`config.mk`:
```
export PLATFORM = sky130hd
export DESIGN_NAME = rdd_regs
export DESIGN_NICKNAME = d
export VERILOG_FILES = /design/src/verilog/rdd_pkg.sv /design/src/verilog/rdd_ctrl_reg.sv /design/src/verilog/rdd_regs.sv
export SDC_FILE = /design/constraint.sdc
export NUM_CORES = 1
export LEC_CHECK = 0
export ABC_AREA = 1
export BUFFER_PORTS_ARGS = -buffer_cell sky130_fd_sc_hd__buf_4
export CORE_MARGIN = 2
export CORE_UTILIZATION = 55
export DETAILED_ROUTE_END_ITERATION = 7
export PLACE_DENSITY_LB_ADDON = 0.08
export SYNTH_ARGS = -nofsm -noshare
export SYNTH_HDL_FRONTEND = slang
export SYNTH_SLANG_ARGS = --single-unit
export TNS_END_PERCENT = 100
```
`constraint.sdc`:
```
create_clock -name clk_i -period 2.1 [get_ports clk_i]
set_clock_uncertainty 0.05 [all_clocks]
set_input_delay 0.105 -clock clk_i [delete_from_list [all_inputs] [get_ports clk_i]]
set_output_delay 0.105 -clock clk_i [all_outputs]
set_load 0.05 [all_outputs]
```
`src/verilog/rdd_pkg.sv`:
```
// Purpose: Shared constants and carriers for the rail disable and discharge register bank.
// Assumes: Byte-wide registers behind an internal register port fed by the serial host engine.
// Notes:   Factory-programmed reset values arrive as straps and are caught after reset.
package rdd_pkg;

    // Register offsets.
    localparam logic [7:0] OFS_LINEAR_A2_CONTROL   = 8'h28;
    localparam logic [7:0] OFS_LINEAR_A3_CONTROL   = 8'h29;
    localparam logic [7:0] OFS_DISCHARGE_SEL_ONE   = 8'h40;
    localparam logic [7:0] OFS_DISCHARGE_SEL_TWO   = 8'h41;
    localparam logic [7:0] OFS_DISCHARGE_SEL_THREE = 8'h42;

    // Field layout.
    localparam int          ENABLE_BIT      = 0;
    localparam int          RSVD_LO         = 2;
    localparam int          RSVD_HI         = 5;
    localparam int          NUM_RAILS       = 12;
    localparam int          FIELD_W         = 2;
    localparam logic [7:0]  CTRL_RW_MASK    = 8'h3F;
    localparam logic [7:0]  DISCH3_RW_MASK  = 8'h3F;
    localparam logic [3:0]  RSVD_RESET      = 4'hF;
    localparam logic [1:0]  NO_DISCHARGE    = 2'h0;

    // Rail indices into the twelve discharge fields, in register order.
    localparam int RAIL_BUCK1  = 0;
    localparam int RAIL_BUCK2  = 1;
    localparam int RAIL_BUCK3  = 2;
    localparam int RAIL_BUCK4  = 3;
    localparam int RAIL_BUCK5  = 4;
    localparam int RAIL_BUCK6  = 5;
    localparam int RAIL_SW_A1  = 6;
    localparam int RAIL_LIN_A2 = 7;
    localparam int RAIL_LIN_A3 = 8;
    localparam int RAIL_SW_B1  = 9;
    localparam int RAIL_SW_B2  = 10;

    typedef enum logic [1:0] {
        DIS_NONE = 2'b00,
        DIS_100R = 2'b01,
        DIS_200R = 2'b10,
        DIS_500R = 2'b11
    } rdd_dis_e;

    // One-hot resistor selection handed to a rail's discharge circuit.
    typedef struct packed {
        logic r500;
        logic r200;
        logic r100;
    } rdd_dis_sel_s;

    // Register port request.
    typedef struct packed {
        logic       wr;
        logic [7:0] addr;
        logic [7:0] wdata;
    } rdd_req_s;

endpackage

```
`src/verilog/rdd_ctrl_reg.sv`:
```
// Purpose: One linear regulator control register with enable bit and writable reserved bits that reset to ones.
// Assumes: Write strobe already decoded to this register.
// Notes:   Reset value of the enable bit is loaded from a strap one cycle after reset.
`timescale 1ns/100ps
module rdd_ctrl_reg
(
    // Clock and reset
    input  wire logic       clk_i,
    input  wire logic       srst_i,
    // Factory default of the enable bit
    input  wire logic       strap_en_i,
    // Decoded write
    input  wire logic       wr_i,
    input  wire logic [7:0] wdata_i,
    // Register value and pin gating
    input  wire logic       pin_req_i,
    output logic      [7:0] rdata_o,
    output logic            rail_on_o
);

    logic       load_ff;
    logic       nxt_load;
    logic [5:0] val_ff;
    logic [5:0] nxt_val;

    always_comb
    begin
        nxt_load = 1'b0;
        nxt_val  = val_ff;
        if (load_ff)
        begin
            nxt_val[rdd_pkg::ENABLE_BIT] = strap_en_i;
        end
        else if (wr_i)
        begin
            // Only the low six bits are stored; the top two cannot be disturbed.
            nxt_val = wdata_i[5:0];
        end
    end

    always_ff @(posedge clk_i)
    begin
        if (srst_i)
        begin
            load_ff <= 1'b1;
            val_ff  <= {rdd_pkg::RSVD_RESET, 2'h0};
        end
        else
        begin
            load_ff <= nxt_load;
            val_ff  <= nxt_val;
        end
    end

    assign rdata_o   = {2'h0, val_ff} & rdd_pkg::CTRL_RW_MASK;
    // A cleared enable bit overrides whatever the control input pins ask for.
    assign rail_on_o = pin_req_i & val_ff[rdd_pkg::ENABLE_BIT];

    a_enable_gates_pin: assert property (@(posedge clk_i) disable iff (srst_i)
        !val_ff[rdd_pkg::ENABLE_BIT] |-> !rail_on_o)
        else $error("Rail on while enable bit is clear.");

endmodule

```
`src/verilog/rdd_regs.sv`:
```
// Purpose: Linear regulator control registers and twelve rail discharge selections.
// Assumes: The serial host engine presents one-cycle byte reads and writes on the register port.
// Notes:   Discharge fields are cleared in storage while their rail is enabled.
`timescale 1ns/100ps
//////////////////////////////////////////////////////////////////////////////////////////////////
// Function
// - A3 control at 0x29, enable, reserved ones
// - Cleared enable bit keeps A3 off
// - Decode discharge codes to resistor selections
// - Enabled rail forces its field to 00
// - Discharge register one at 0x40, bucks 1-4
// - Discharge register two at 0x41
// - Discharge register three at 0x42, top zero
// - A2 control at 0x28 behaves like A3
module rdd_regs
(
    // Clock and reset
    input  wire logic                                      clk_i,
    input  wire logic                                      srst_i,
    // Register port
    input  wire rdd_pkg::rdd_req_s                         req_i,
    input  wire logic                                      req_valid_i,
    output logic      [7:0]                                rdata_o,
    output logic                                           rdata_valid_o,
    // Factory defaults
    input  wire logic                                      strap_a2_en_i,
    input  wire logic                                      strap_a3_en_i,
    input  wire logic [rdd_pkg::NUM_RAILS*rdd_pkg::FIELD_W-1:0] strap_disch_i,
    // Rail enables and pin requests
    input  wire logic                                      lin_a2_pin_req_i,
    input  wire logic                                      lin_a3_pin_req_i,
    input  wire logic [rdd_pkg::NUM_RAILS-1:0]             rail_enabled_i,
    output logic                                           lin_a2_on_o,
    output logic                                           lin_a3_on_o,
    // Discharge selections
    output rdd_pkg::rdd_dis_sel_s [rdd_pkg::NUM_RAILS-1:0] disch_sel_o
);

    localparam int DW = rdd_pkg::NUM_RAILS * rdd_pkg::FIELD_W;

    function automatic rdd_pkg::rdd_dis_sel_s decode_disch(input logic [1:0] code);
        rdd_pkg::rdd_dis_sel_s s;
        s = '0;
        // A plain case keeps an unknown code quiet before the first reset edge.
        case (rdd_pkg::rdd_dis_e'(code))
            rdd_pkg::DIS_NONE: s = '0;
            rdd_pkg::DIS_100R: s.r100 = 1'b1;
            rdd_pkg::DIS_200R: s.r200 = 1'b1;
            rdd_pkg::DIS_500R: s.r500 = 1'b1;
        endcase
        return s;
    endfunction

    //////////////////////////////////////////////////////////////////////////////////////////////
    // Control registers.

    logic       wr_a2;
    logic       wr_a3;
    logic [7:0] a2_rdata;
    logic [7:0] a3_rdata;

    assign wr_a2 = req_valid_i & req_i.wr & (req_i.addr == rdd_pkg::OFS_LINEAR_A2_CONTROL);
    assign wr_a3 = req_valid_i & req_i.wr & (req_i.addr == rdd_pkg::OFS_LINEAR_A3_CONTROL);

    rdd_ctrl_reg u_a2
    (
        .clk_i      (clk_i),
        .srst_i     (srst_i),
        .strap_en_i (strap_a2_en_i),
        .wr_i       (wr_a2),
        .wdata_i    (req_i.wdata),
        .pin_req_i  (lin_a2_pin_req_i),
        .rdata_o    (a2_rdata),
        .rail_on_o  (lin_a2_on_o)
    );

    rdd_ctrl_reg u_a3
    (
        .clk_i      (clk_i),
        .srst_i     (srst_i),
        .strap_en_i (strap_a3_en_i),
        .wr_i       (wr_a3),
        .wdata_i    (req_i.wdata),
        .pin_req_i  (lin_a3_pin_req_i),
        .rdata_o    (a3_rdata),
        .rail_on_o  (lin_a3_on_o)
    );

    //////////////////////////////////////////////////////////////////////////////////////////////
    // Discharge fields, stored flat: rail k lives in bits 2k+1:2k.

    logic          load_ff;
    logic          nxt_load;
    logic [DW-1:0] disch_ff;
    logic [DW-1:0] nxt_disch;
    logic [DW-1:0] wr_val;
    logic [DW-1:0] wr_mask;

    // Selections are registered from the next field values, so they move on the same edge.
    rdd_pkg::rdd_dis_sel_s [rdd_pkg::NUM_RAILS-1:0] sel_ff;
    rdd_pkg::rdd_dis_sel_s [rdd_pkg::NUM_RAILS-1:0] nxt_sel;

    always_comb
    begin
        wr_val  = {req_i.wdata, req_i.wdata, req_i.wdata};
        wr_mask = '0;
        if (req_valid_i && req_i.wr)
        begin
            unique case (req_i.addr)
                rdd_pkg::OFS_DISCHARGE_SEL_ONE:   wr_mask[7:0]   = 8'hFF;
                rdd_pkg::OFS_DISCHARGE_SEL_TWO:   wr_mask[15:8]  = 8'hFF;
                rdd_pkg::OFS_DISCHARGE_SEL_THREE: wr_mask[23:16] = rdd_pkg::DISCH3_RW_MASK;
                default:                          wr_mask = '0;
            endcase
        end
    end

    always_comb
    begin
        nxt_load  = 1'b0;
        nxt_disch = load_ff ? strap_disch_i : ((disch_ff & ~wr_mask) | (wr_val & wr_mask));
        // Clearing after the write merge lets the rail enable win over a host write.
        for (int k = 0; k < rdd_pkg::NUM_RAILS; k++)
        begin
            if (rail_enabled_i[k])
            begin
                nxt_disch[k*2 +: 2] = rdd_pkg::NO_DISCHARGE;
            end
        end
        nxt_disch[DW-1 -: 2] = 2'h0;
    end

    always_ff @(posedge clk_i)
    begin
        if (srst_i)
        begin
            load_ff  <= 1'b1;
            disch_ff <= '0;
            sel_ff   <= '0;
        end
        else
        begin
            load_ff  <= nxt_load;
            disch_ff <= nxt_disch;
            sel_ff   <= nxt_sel;
        end
    end

    genvar g;
    generate
        for (g = 0; g < rdd_pkg::NUM_RAILS; g++)
        begin : g_dec
            assign nxt_sel[g] = decode_disch(nxt_disch[g*2 +: 2]);
        end
    endgenerate

    assign disch_sel_o = sel_ff;

    //////////////////////////////////////////////////////////////////////////////////////////////
    // Read path: data registered one cycle after the request; unmapped reads return zero.

    logic [7:0] rdata_ff;
    logic [7:0] nxt_rdata;
    logic       rvalid_ff;
    logic       nxt_rvalid;

    always_comb
    begin
        nxt_rvalid = req_valid_i & ~req_i.wr;
        unique case (req_i.addr)
            rdd_pkg::OFS_LINEAR_A2_CONTROL:   nxt_rdata = a2_rdata;
            rdd_pkg::OFS_LINEAR_A3_CONTROL:   nxt_rdata = a3_rdata;
            rdd_pkg::OFS_DISCHARGE_SEL_ONE:   nxt_rdata = disch_ff[7:0];
            rdd_pkg::OFS_DISCHARGE_SEL_TWO:   nxt_rdata = disch_ff[15:8];
            rdd_pkg::OFS_DISCHARGE_SEL_THREE: nxt_rdata = disch_ff[23:16] & rdd_pkg::DISCH3_RW_MASK;
            default:                          nxt_rdata = 8'h00;
        endcase
    end

    always_ff @(posedge clk_i)
    begin
        if (srst_i)
        begin
            rdata_ff  <= 8'h00;
            rvalid_ff <= 1'b0;
        end
        else
        begin
            rdata_ff  <= nxt_rdata;
            rvalid_ff <= nxt_rvalid;
        end
    end

    assign rdata_o       = rdata_ff;
    assign rdata_valid_o = rvalid_ff;

    //////////////////////////////////////////////////////////////////////////////////////////////

    a_enabled_rail_clear: assert property (@(posedge clk_i) disable iff (srst_i)
        rail_enabled_i[rdd_pkg::RAIL_BUCK3] |=> disch_ff[5:4] == 2'b00)
        else $error("Enabled rail kept a discharge code.");

    a_a3_field_clear: assert property (@(posedge clk_i) disable iff (srst_i)
        rail_enabled_i[rdd_pkg::RAIL_LIN_A3] |=> disch_sel_o[rdd_pkg::RAIL_LIN_A3] == '0)
        else $error("Linear A3 discharge active while enabled.");

    a_decode_500: assert property (@(posedge clk_i) disable iff (srst_i)
        disch_ff[1:0] == 2'b11 |-> disch_sel_o[rdd_pkg::RAIL_BUCK1] == 3'b100)
        else $error("Code 11 did not select 500 ohm.");

    a_write_one: assert property (@(posedge clk_i) disable iff (srst_i)
        req_valid_i && req_i.wr && req_i.addr == rdd_pkg::OFS_DISCHARGE_SEL_ONE
        && !load_ff && rail_enabled_i[3:0] == 4'h0 |=> disch_ff[7:0] == $past(req_i.wdata))
        else $error("Discharge register one write lost.");

    a_write_two: assert property (@(posedge clk_i) disable iff (srst_i)
        req_valid_i && req_i.wr && req_i.addr == rdd_pkg::OFS_DISCHARGE_SEL_TWO
        && !load_ff && rail_enabled_i[7:4] == 4'h0 |=> disch_ff[15:8] == $past(req_i.wdata))
        else $error("Discharge register two write lost.");

    a_three_top_zero: assert property (@(posedge clk_i) disable iff (srst_i)
        rdata_valid_o && $past(req_i.addr) == rdd_pkg::OFS_DISCHARGE_SEL_THREE
        |-> rdata_o[7:6] == 2'b00)
        else $error("Read-only bits of register three not zero.");

    a_ctrl_top_zero: assert property (@(posedge clk_i) disable iff (srst_i)
        a3_rdata[7:6] == 2'b00 && a2_rdata[7:6] == 2'b00)
        else $error("Control register top bits not zero.");

    a_a3_reserved_reset: assert property (@(posedge clk_i)
        $fell(srst_i) |-> a3_rdata[rdd_pkg::RSVD_HI:rdd_pkg::RSVD_LO] == 4'hF)
        else $error("A3 reserved bits not one after reset.");

    a_a2_gate: assert property (@(posedge clk_i) disable iff (srst_i)
        !a2_rdata[rdd_pkg::ENABLE_BIT] |-> !lin_a2_on_o)
        else $error("Linear A2 on while enable bit clear.");

endmodule

```
==> implementation parameters, run 1 <==
Parameter                              Value

Detailed routing
  Violation count after the first detailed-route iteration    between 150 and 200
  Final routed wirelength across all metal layers    ~9000 um
  Number of design rule violations left after detail routing    0
  Post-route ant nets    0
  Vias    between 3,000 and 4,000
  DR pass1 iterations    4
  DR vias/cell    5.061
  Post-detailed-route wirelength per cell    13.36 um

Hold path
  Min-delay src    rail_enabled_i[0]
  HP Class    primary input to flip-flop

Cells and area
  Total Nets Final    657
  Most common cell after layout, fill and taps aside    sky130_fd_sc_hd__nand2_1
  Layout cells sized above 1    between 20 and 30%
  Area used by multi-input combinational logic    about 1600 um2
  Area growth, synth to finish    35.46%
  Final Cell Area    ~4600 um2
  Final non-filler cell total    around 680
  Number of inserted filler cells in the final layout    around 460
  Register Area    approximately 1500 um2
  Count of antenna diodes in the layout    0
  Most used cells in the layout excluding fill and tap cells    104 x sky130_fd_sc_hd__nand2_1, 101 x sky130_fd_sc_hd__buf_4, 96 x sky130_fd_sc_hd__nor2_1
  Final cell utilization of the core    between 70% and 80%

Floorplanning
  CORE AREA    5956 um2
  Die width    approximately 83 um
  Number of cell rows    28
  Die area    between 6000 and 7000 um2
  Starting density of the core    between 50% and 60%
  Die H    82.92 um
  Total I/O pin count    between 100 and 150

Clock network
  Clock root buffer master    sky130_fd_sc_hd__clkbuf_8
  Clock insertion delay at the later pin of the skew report    0.35 ns
  Htree depth    3
  Number of buffers inserted during clock tree synthesis    9
  Number of buffers on the longest clock path    2
  Clock tree from TritonCTS    built
  Resized Gates After CTS    0
  Clock slew at reported path FFs    ~0.08 ns
  Post-CTS setup buffers    0
  Clock Sinks    slightly below 80

Power and ir drop
  Static leakage    approximately 2.5 nW
  Cell area power density    724.8 nW/um2
  IR drop worst, VDD    0.5268 mV

Synthesis
  Area fraction in compound gates after synthesis    roughly 1.4%
  Cells after Synth    480
  Multiplexer fraction of the synthesized cell area    0%
  Mapped Avg Cell Area    7.137 um2
  Share of the synthesized area in the top cell type    between 40 and 50%
  Synth Area in Adders    0%
  Cell types with the largest area share after synthesis    sky130_fd_sc_hd__dfxtp_1 45%, sky130_fd_sc_hd__nand2_1 11%, sky130_fd_sc_hd__nand3_1 11%
  Number of distinct library cell variants in the gate-level netlist after synthesis    27
  Sequential-to-total area share from yosys stat    about 45%
  Share of synthesized cell area in and, or, nand and nor gates    between 40 and 50%
  Yosys synthesis warning count    0
  Post-synthesis cell type with the largest combined area    sky130_fd_sc_hd__dfxtp_1
  XOR/XNOR Fraction of Synth Area    0%
  Cell area after synthesis    about 3400 um2
  Main combinational cell family by area after synthesis    simple AND/OR/NAND/NOR gates
  Number of synthesized register bits    77

Global route
  Global-route congestion overflow total    0
  First-pass GRT wire length    15,080 um
  Antenna violations before repair    0
  Global-route total usage across every layer    a little over a quarter
  Number of global-route vias before repair    ~3,400
  Pin count of the biggest net entering global routing    32

Placed design
  Detailed placer's ending HPWL    around 6300 um
  Post-place instance area    approximately 4200 um2
  Worst slack after detailed placement    about 0.58 ns
  Count of placed standard cells including taps    644
  Input/output buffers    100
  Final estimated routing congestion in global placement    roughly 0.88

Timing
  Final clock period utilization by the worst path    89.42%
  Post-layout min period    approximately 1.9 ns
  Final setup viols    0
  Final worst slack    between 0.2 and 0.25 ns
  Final-layout setup total negative slack    0 ns
  Max-slew violations    0
  Highest clock frequency the design can meet    between 500 and 600 MHz
  Unrepaired setup endpoints after global routing    no
  Worst slew margin relative to its limit    between 60% and 70%
  Number of hold violations in the final report    0
  Tightest Pin Transition    0.5443 ns

Setup path
  Worst path max stage delay    0.54 ns
  Critical path origin    srst_i
  Bufs and invs on worst path    5
  Critical path peak fanout    19
  Critical Setup Path Class    primary input to flip-flop
  Kind of end point of the critical path    flip-flop
  Worst path cell trace    dlygate4sd3_1 > buf_4 > inv_1 > buf_12 > nand2_1 > nor2_1 > dlygate4sd3_1
  Critical path required time    2.35 ns
  Critical path's slowest cell    sky130_fd_sc_hd__dlygate4sd3_1
  Arrival time reported for the critical path endpoint    between 2 and 2.5 ns
  Element type at the critical path start    primary input
  Start of the worst register-to-register path    load_ff
  Most repeated library cell on the critical path    sky130_fd_sc_hd__dlygate4sd3_1
  Top Family by Delay on Critical Path    buffers and inverters

Outcome
  Result of the run    completed

Job
  Number of maximum-capacitance constraint violations    0
[final cells by class]
cell class	count	area share (%)
multi-input cells	330	33.76
flip-flops and latches	77	33.22
repair buffers	120	20.87
inverters	59	4.880
clock buffers	10	2.966
clock inverters	5	2.292
well taps	75	2.022
[logic make-up after synthesis]
kind of cell | after synthesis
AO/OA/AOI/OAI | 8
buffers and inverters | 75
flip-flops | 77
other | 1
AND/OR/NAND/NOR | 319
[worst reg2reg max path: cells and delay by family (launching register included)]
kind                   cells  cell delay [ns]
buffers and inverters      2             0.61
and+or+nand+nor            4             0.49
DFF                        1             0.38
[synth_stat cells]
library cell,count
sky130_fd_sc_hd__buf_2,7
sky130_fd_sc_hd__nand3b_1,1
sky130_fd_sc_hd__nor2_4,3
sky130_fd_sc_hd__conb_1,1
sky130_fd_sc_hd__nor3_2,2
sky130_fd_sc_hd__clkinv_4,1
sky130_fd_sc_hd__clkbuf_1,1
sky130_fd_sc_hd__nor2_8,2
sky130_fd_sc_hd__nand2_2,5
sky130_fd_sc_hd__dfxtp_1,77
sky130_fd_sc_hd__inv_1,52
sky130_fd_sc_hd__buf_1,3
sky130_fd_sc_hd__nand2_1,104
sky130_fd_sc_hd__nand2_4,3
sky130_fd_sc_hd__nand3_1,73
sky130_fd_sc_hd__nand3_2,4
sky130_fd_sc_hd__buf_8,1
sky130_fd_sc_hd__nor2_2,5
sky130_fd_sc_hd__nand4_1,19
sky130_fd_sc_hd__buf_6,1
sky130_fd_sc_hd__buf_4,3
sky130_fd_sc_hd__o21ai_0,3
sky130_fd_sc_hd__nor2_1,96
sky130_fd_sc_hd__a21oi_2,2
sky130_fd_sc_hd__inv_2,6
sky130_fd_sc_hd__a21oi_1,3
sky130_fd_sc_hd__nand3_4,2
[report_power, final]
part | internal, mW | switching, mW
logic | 0.182 | 0.291
registers | 1.50 | 0.0191
clock network | 0.820 | 0.550
total | 2.50 | 0.860
[state kept, by name (all words and copies together) (netlist names)]
name and count:
load_ff 1, rdata_valid_o 1, disch_sel_o 33, rdata_o 8
u_a3.val_ff 6, disch_ff 22, u_a2.val_ff 6
[through the flow]
| stage | total power [mW] | hold WS [ns] |
|---|---|---|
| after floorplan | 1.822 | 0.08272 |
| after global placement | 1.988 | 0.2194 |
| after detailed placement | 1.996 | 0.2228 |
| after CTS | 3.359 | 0.002784 |
| after global routing | 3.471 | 0.01240 |
| final | 3.364 | 0.002399 |
[path summary, 6_finish.rpt]
| path | to | slack (ns) | depth (start not counted) |
|---|---|---|---|
| worst max-delay path | rdata_valid_o | 0.22 | 7 |
| worst min-delay path | disch_sel_o[2] | 0.002 | 4 |
| worst max register to register | disch_sel_o[11] | 0.50 | 6 |
| worst min register to register | u_a2.val_ff[2] | 0.41 | 2 |
[layer usage]
layer	global-route usage, %	vias to the layer above	share of wire, %
li1	-	1739	-
met1	31.70	1546	41
met2	47.14	119	50
met3	5.070	17	6.5
met4	13.11	0	1.8
met5	0	-	0
[what timing repair did]
item                                   4_1_cts  5_1_grt
setup endpoints to repair                    0        0
hold buffers                                17        0
endpoints found under the hold margin       27        0
Note: power is estimated with default switching activity, not from simulation.
==> run 2, diff against run 1 <==
--- a/config.mk
+++ b/config.mk
@@ -9,7 +9,9 @@
 export BUFFER_PORTS_ARGS = -buffer_cell sky130_fd_sc_hd__buf_4
 export CORE_MARGIN = 2
 export CORE_UTILIZATION = 55
+export CTS_CLUSTER_SIZE = 30
 export DETAILED_ROUTE_END_ITERATION = 7
+export GPL_TIMING_DRIVEN = 0
 export PLACE_DENSITY_LB_ADDON = 0.08
 export SYNTH_ARGS = -nofsm -noshare
 export SYNTH_HDL_FRONTEND = slang
==> run 2 against run 1 <==
  * Sequential power is essentially flat
  * Via count increased by 4.9%
  * Clock power hardly changed
  * Routed wire length increased by 9.9%
  * Highest routed layer unchanged
==> implementation parameters, run 2 (synthesis gave the netlist of run 1 again) <==
Parameter                              Value

Setup path
  Arrival time reported for the critical path endpoint    2.11 ns (was 2.12 ns)
  Kind of end point of the critical path    flip-flop (unchanged)
  Element type at the critical path start    primary input (unchanged)
  Critical path peak fanout    10 (was 19)
  Critical path required time    2.35 ns (about the same)
  Critical Setup Path Class    primary input to flip-flop (unchanged)

Timing
  Highest clock frequency the design can meet    536.1 MHz (was 532.5 MHz)
  Unrepaired setup endpoints after global routing    no (unchanged)
  Final-layout setup total negative slack    0 ns (unchanged)
  Number of hold violations in the final report    0 (unchanged)
  Tightest Pin Transition    0.5955 ns (was 0.5443 ns)
  Max-slew violations    0 (unchanged)
  Final clock period utilization by the worst path    88.82% (was 89.42%)
  Final setup viols    0 (unchanged)
  Worst slew margin relative to its limit    60.08% (was 63.51%)
  Post-layout min period    1.865 ns (was 1.878 ns)

Cells and area
  Final Cell Area    4676 um2 (was 4641 um2)
  Area used by multi-input combinational logic    1567 um2 (unchanged)
  Layout cells sized above 1    26.43% (was 25.46%)
  Total Nets Final    668 (was 657)
  Number of inserted filler cells in the final layout    458 (was 461)
  Count of antenna diodes in the layout    0 (unchanged)
  Most used cells in the layout excluding fill and tap cells    104 x sky130_fd_sc_hd__nand2_1, 103 x sky130_fd_sc_hd__buf_4, 96 x sky130_fd_sc_hd__nor2_1 (was 104 x sky130_fd_sc_hd__nand2_1, 101 x sky130_fd_sc_hd__buf_4, 96 x sky130_fd_sc_hd__nor2_1)
  Area growth, synth to finish    36.49% (was 35.46%)
  Register Area    1541 um2 (unchanged)
  Most common cell after layout, fill and taps aside    sky130_fd_sc_hd__nand2_1 (unchanged)
  Flip-flop count of the largest register, all copies and words added    33 (unchanged)

Clock network
  Clock tree from TritonCTS    built (unchanged)
  Clock slew at reported path FFs    0.08 ns (about the same)
  Number of buffers inserted during clock tree synthesis    9 (unchanged)
  Clock Sinks    77 (unchanged)
  Htree depth    3 (unchanged)
  Clock root buffer master    sky130_fd_sc_hd__clkbuf_8 (unchanged)
  Number of buffers on the longest clock path    2 (unchanged)
  Clock insertion delay at the later pin of the skew report    0.35 ns (about the same)

Floorplanning
  Die area    6876 um2 (unchanged)
  Die H    82.92 um (unchanged)
  Die width    82.92 um (unchanged)
  CORE AREA    5956 um2 (unchanged)
  Number of cell rows    28 (unchanged)
  Total I/O pin count    107 (unchanged)
  Starting density of the core    57.52% (unchanged)

Global route
  Global-route congestion overflow total    0 (unchanged)
  Antenna violations before repair    0 (unchanged)
  Global-route total usage across every layer    29.91% (was 27.01%)
  Pin count of the biggest net entering global routing    14 (was 32)
  Number of global-route vias before repair    3,520 (was 3,351)
  First-pass GRT wire length    16,660 um (was 15,080 um)

Detailed routing
  Number of design rule violations left after detail routing    0 (unchanged)
  DR pass1 iterations    5 (was 4)
  Vias    3,589 (was 3,421)
  Post-route ant nets    0 (unchanged)
  Post-detailed-route wirelength per cell    14.43 um (was 13.36 um)
  Final routed wirelength across all metal layers    9927 um (was 9034 um)
  DR vias/cell    5.217 (was 5.061)
  Violation count after the first detailed-route iteration    244 (was 195)

Power and ir drop
  IR drop worst, VDD    0.5102 mV (was 0.5268 mV)
  Part of the total power dissipated in sequential elements    44.8% (was 45.2%)
  Static leakage    2.520 nW (was 2.487 nW)
  Switch Pwr    887.5 uW (was 860.4 uW)
  Design internal power    2.511 mW (was 2.503 mW)
  Clock group share of total power    41.0% (was 40.7%)
  Switch share    26.12% (was 25.58%)
  Cell area power density    726.8 nW/um2 (was 724.8 nW/um2)
  Combinational Power Share    14.2% (was 14.1%)

Placed design
  Input/output buffers    100 (unchanged)
  Final estimated routing congestion in global placement    0.9697 (was 0.8755)
  Detailed placer's ending HPWL    7105 um (was 6323 um)
  Post-place instance area    4278 um2 (was 4227 um2)

Outcome
  Result of the run    completed (unchanged)

Hold path
  HP Class    primary input to flip-flop (unchanged)

Job
  Number of maximum-capacitance constraint violations    0 (unchanged)
[run 2: cell count changes in the layout (fill, tap and decap cells not counted), sizes merged]
| cell | before | now |
|---|---|---|
| clkbuf | 10 | 12 |
| buf | 103 | 115 |
| dlygate4sd3 | 17 | 15 |
[run 2: timing repair]
| action | CTS | global route |
|---|---|---|
| hold buffers | 15 | 0 |
| gates resized for setup | 0 | 0 |
| hold endpoints to repair | 26 | 0 |
| buffers inserted | 0 | 0 |
| endpoints found under the setup margin | 0 | 0 |
[run 2: worst max-delay path, cell delays in order]
cell,delay (ns)
sky130_fd_sc_hd__dlygate4sd3_1,0.53
sky130_fd_sc_hd__buf_4,0.17
sky130_fd_sc_hd__inv_1,0.19
sky130_fd_sc_hd__clkbuf_1,0.40
sky130_fd_sc_hd__nand2_1,0.09
sky130_fd_sc_hd__nor2_1,0.09
sky130_fd_sc_hd__dlygate4sd3_1,0.54
[run 2: final cells by class]
type / count / area share, %
repair buffers: 115 / 19.27
clock buffers: 11 / 3.024
clock inverters: 5 / 2.275
multi-input cells: 330 / 33.50
inverters: 59 / 4.843
well taps: 75 / 2.007
flip-flops and latches: 77 / 32.97
plain buffers: 16 / 2.114
[run 2: power by group through the flow]
stage	combinational [mW]	sequential, mW	clock (mW)
2_1_floorplan	0.196	1.63	0
3_3_place_gp	0.445	1.55	0
3_5_place_dp	0.454	1.56	0
4_1_cts	0.478	1.52	1.39
5_1_grt	0.525	1.53	1.45
6_report	0.484	1.52	1.39
[run 2: metal layers]
metal | global-route usage (%) | part of all wire, % | vias to the layer above | routed length, um
li1 | - | - | 1763 | -
met1 | 35.92 | 41 | 1625 | 4113
met2 | 50.66 | 49 | 167 | 4846
met3 | 6.660 | 6.6 | 34 | 660
met4 | 14.31 | 3.1 | 0 | 306
met5 | 0 | 0 | - | 0
[run 2: stage by stage]
step | utilization, % | hold WS [ns] | setup slack, ns | total power, mW | std cells
2_1_floorplan | - | 0.08272 | 0.8969 | 1.822 | 482
3_3_place_gp | 71.83 | 0.2236 | 0.5363 | 2.000 | 657
3_5_place_dp | 71.83 | 0.2232 | 0.4725 | 2.009 | 657
4_1_cts | 78.51 | 0.001302 | 0.2590 | 3.387 | 688
5_1_grt | 78.51 | 0.01020 | 0.1284 | 3.503 | 688
6_report | 78.51 | 0.003392 | 0.2347 | 3.398 | 688
[run 2: path summary, 6_finish.rpt]
| check | startpoint | end | slack [ns] | cells past startpoint |
|---|---|---|---|---|
| max | srst_i | rdata_valid_o | 0.23 | 7 |
| min | rail_enabled_i[10] | disch_ff[21] | 0.003 | 4 |
| max reg2reg | load_ff | disch_sel_o[14] | 0.46 | 5 |
| min reg2reg | u_a2.val_ff[4] | u_a2.val_ff[4] | 0.41 | 2 |
==> run 3, diff against run 2 <==
--- a/config.mk
+++ b/config.mk
@@ -7,6 +7,7 @@
 export LEC_CHECK = 0
 export ABC_AREA = 1
 export BUFFER_PORTS_ARGS = -buffer_cell sky130_fd_sc_hd__buf_4
+export CORE_ASPECT_RATIO = 0.7
 export CORE_MARGIN = 2
 export CORE_UTILIZATION = 55
 export CTS_CLUSTER_SIZE = 30
==> run 3 against run 2 <==
  * Routed wire length fell by 3.3%
  * Die area rose by 0.15%
  * Register-to-register slack barely moved
  * First-iteration DRC count rose by 30%
  * Sequential share of layout area rose by 0.15 points
  * Clock-buffer cell count fell by 2
  * Sequential cell count did not move
  * Design area fell by 0.45%
  * Critical path depth did not move
  * Worst hold slack got worse by 0.0019 ns
  * Clock power fell by 12%
  * Via count fell by 2.6%
  * Critical path type unchanged
  * Critical endpoint unchanged
==> implementation parameters, run 3 (synthesis gave the netlist of run 1 again) <==
Parameter                              Value

Global route
  GR peak layer    met2 (unchanged)
  Antenna violations before repair    0 (unchanged)
  Met1 usage    39.56% (was 35.92%)
  Global-route total usage across every layer    28.33% (was 29.91%)
  Pin count of the biggest net entering global routing    14 (unchanged)
  Global-route congestion overflow total    0 (unchanged)
  First-pass GRT wire length    15,370 um (was 16,660 um)
  Number of global-route vias before repair    3,165 (was 3,520)
  Met2 GRT Util    44.14% (was 50.66%)
  Met3 layer usage reported by global route    7.107% (was 6.660%)

Floorplanning
  Die H    70.03 um (was 82.92 um)
  Die width    98.33 um (was 82.92 um)
  Number of cell rows    24 (was 28)
  CORE AREA    6126 um2 (was 5956 um2)
  Starting density of the core    55.92% (was 57.52%)
  Die area    6886 um2 (was 6876 um2)
  Total I/O pin count    107 (unchanged)

Placed design
  Detailed placer's ending HPWL    6995 um (was 7105 um)
  Input/output buffers    100 (unchanged)
  Worst slack after detailed placement    0.4655 ns (was 0.4725 ns)
  Post-place instance area    4282 um2 (was 4278 um2)
  Final estimated routing congestion in global placement    0.9348 (was 0.9697)

Power and ir drop
  Switch share    27.23% (was 26.12%)
  Cell area power density    692.9 nW/um2 (was 726.8 nW/um2)
  Clock group share of total power    37.9% (was 41.0%)
  Design internal power    2.347 mW (was 2.511 mW)
  Switch Pwr    878.2 uW (was 887.5 uW)
  Part of the total power dissipated in sequential elements    47.2% (was 44.8%)
  Static leakage    2.505 nW (was 2.520 nW)
  Combinational Power Share    14.9% (was 14.2%)
  IR drop worst, VDD    0.4256 mV (was 0.5102 mV)

Hold path
  Min-delay src    rail_enabled_i[6] (was rail_enabled_i[10])
  HP Class    primary input to flip-flop (unchanged)
  Hold endpoint    disch_sel_o[20] (was disch_ff[21])
  Worst hold stages    4 (unchanged)

Timing
  Final clock period utilization by the worst path    90.40% (was 88.82%)
  Worst slew margin relative to its limit    57.86% (was 60.08%)
  Number of hold violations in the final report    0 (unchanged)
  Post-layout min period    1.898 ns (was 1.865 ns)
  Final-layout worst hold slack    0.001517 ns (was 0.003392 ns)
  Final worst slack    0.2016 ns (was 0.2347 ns)
  Tightest Pin Transition    0.6287 ns (was 0.5955 ns)
  Final setup viols    0 (unchanged)
  Max-slew violations    0 (unchanged)
  Final-layout setup total negative slack    0 ns (unchanged)
  Highest clock frequency the design can meet    526.7 MHz (was 536.1 MHz)
  Unrepaired setup endpoints after global routing    no (unchanged)

Clock network
  Clock tree from TritonCTS    built (unchanged)
  Clock root buffer master    sky130_fd_sc_hd__clkbuf_8 (unchanged)
  Clock insertion delay at the later pin of the skew report    0.35 ns (about the same)
  Number of buffers on the longest clock path    2 (unchanged)
  Total of hold buffers inserted after clock tree synthesis    16 (was 15)
  Clock slew at reported path FFs    0.08 ns (about the same)
  Htree depth    3 (unchanged)
  Post-CTS setup buffers    0 (unchanged)
  Clock Sinks    77 (unchanged)
  Number of buffers inserted during clock tree synthesis    9 (unchanged)
  Resized Gates After CTS    0 (unchanged)

Cells and area
  Area growth, synth to finish    35.87% (was 36.49%)
  Most common cell after layout, fill and taps aside    sky130_fd_sc_hd__nand2_1 (unchanged)
  Register Area    1541 um2 (unchanged)
  Total Nets Final    669 (was 668)
  Final Cell Area    4654 um2 (was 4676 um2)
  Most used cells in the layout excluding fill and tap cells    104 x sky130_fd_sc_hd__nand2_1, 103 x sky130_fd_sc_hd__buf_4, 96 x sky130_fd_sc_hd__nor2_1 (unchanged)
  Flip-flop count of the largest register, all copies and words added    33 (unchanged)
  Number of inserted filler cells in the final layout    469 (was 458)
  Layout cells sized above 1    26.43% (unchanged)
  Area used by multi-input combinational logic    1567 um2 (unchanged)
  Final cell utilization of the core    75.98% (was 78.51%)
  Count of antenna diodes in the layout    0 (unchanged)

Setup path
  Slack of the worst reg-to-reg path    0.47 ns (was 0.46 ns)
  Start of the worst register-to-register path    load_ff (unchanged)
  Reg-to-Reg End    disch_sel_o[27] (was disch_sel_o[14])
  Element type at the critical path start    primary input (unchanged)
  Critical path required time    2.34 ns (was 2.35 ns)
  Kind of end point of the critical path    flip-flop (unchanged)
  Arrival time reported for the critical path endpoint    2.14 ns (was 2.11 ns)
  Worst Reg-to-Reg Cells    5 (unchanged)
  Critical Setup Path Class    primary input to flip-flop (unchanged)
  Critical path peak fanout    10 (unchanged)

Detailed routing
  Post-detailed-route wirelength per cell    13.90 um (was 14.43 um)
  Post-route ant nets    0 (unchanged)
  Vias    3,497 (was 3,589)
  DR pass1 iterations    5 (unchanged)
  DR vias/cell    5.061 (was 5.217)
  Number of design rule violations left after detail routing    0 (unchanged)
  Violation count after the first detailed-route iteration    316 (was 244)
  Final routed wirelength across all metal layers    9604 um (was 9927 um)

Outcome
  Result of the run    completed (unchanged)

Job
  Number of maximum-capacitance constraint violations    0 (unchanged)
run 3: cell count changes in the layout (fill, tap and decap cells not counted), sizes merged:
cell         previous run  this run
bufinv                  3         2
clkbuf                 12        10
clkinv                  1         3
clkinvlp                1         2
dlygate4sd3            15        16
inv                    59        58
run 3: layer usage:
| metal | vias up | wire length [um] |
|---|---|---|
| met4 | 0 | 141 |
| met1 | 1546 | 4297 |
| met3 | 18 | 875 |
| met5 | - | 0 |
| li1 | 1768 | - |
| met2 | 165 | 4290 |
run 3: critical path: stages:
cell and delay, ns:
sky130_fd_sc_hd__dlygate4sd3_1 0.54, sky130_fd_sc_hd__buf_4 0.17, sky130_fd_sc_hd__inv_1 0.19, sky130_fd_sc_hd__clkbuf_1 0.38
sky130_fd_sc_hd__nand2_1 0.09, sky130_fd_sc_hd__nor2_1 0.10, sky130_fd_sc_hd__dlygate4sd3_1 0.55
run 3: layout make-up:
cell class / instances / area share, %
clock inverter: 6 / 1.909
sequential: 77 / 33.12
timing repair buffer: 116 / 19.57
clock buffer: 9 / 2.661
inverter: 59 / 4.866
buffer: 16 / 2.124
tap: 78 / 2.097
multi-input combinational: 330 / 33.66
run 3: worst max-delay path by stage:
| stage | from | end | slack, ns | cells past startpoint |
|---|---|---|---|---|
| final | srst_i | rdata_valid_o | 0.20 | 7 |
| after global placement | load_ff | disch_sel_o[7] | 0.55 | 5 |
| after floorplan | load_ff | disch_sel_o[10] | 0.90 | 5 |
| after global routing | srst_i | rdata_valid_o | 0.03 | 7 |
| after detailed placement | load_ff | disch_sel_o[27] | 0.47 | 5 |
| after CTS | srst_i | rdata_valid_o | 0.25 | 7 |
run 3: power by group through the flow:
stage               logic (mW)  clock network, mW  registers [mW]
floorplan                0.196                  0            1.63
global placement         0.445                  0            1.56
detailed placement       0.454                  0            1.55
CTS                      0.478               1.23            1.52
global route             0.520               1.29            1.53
finish                   0.482               1.22            1.52
run 3: stage by stage:
step | cells | power, mW
floorplan | 482 | 1.822
global placement | 660 | 2.000
detailed placement | 660 | 2.008
CTS | 691 | 3.229
global route | 691 | 3.335
finish | 691 | 3.225
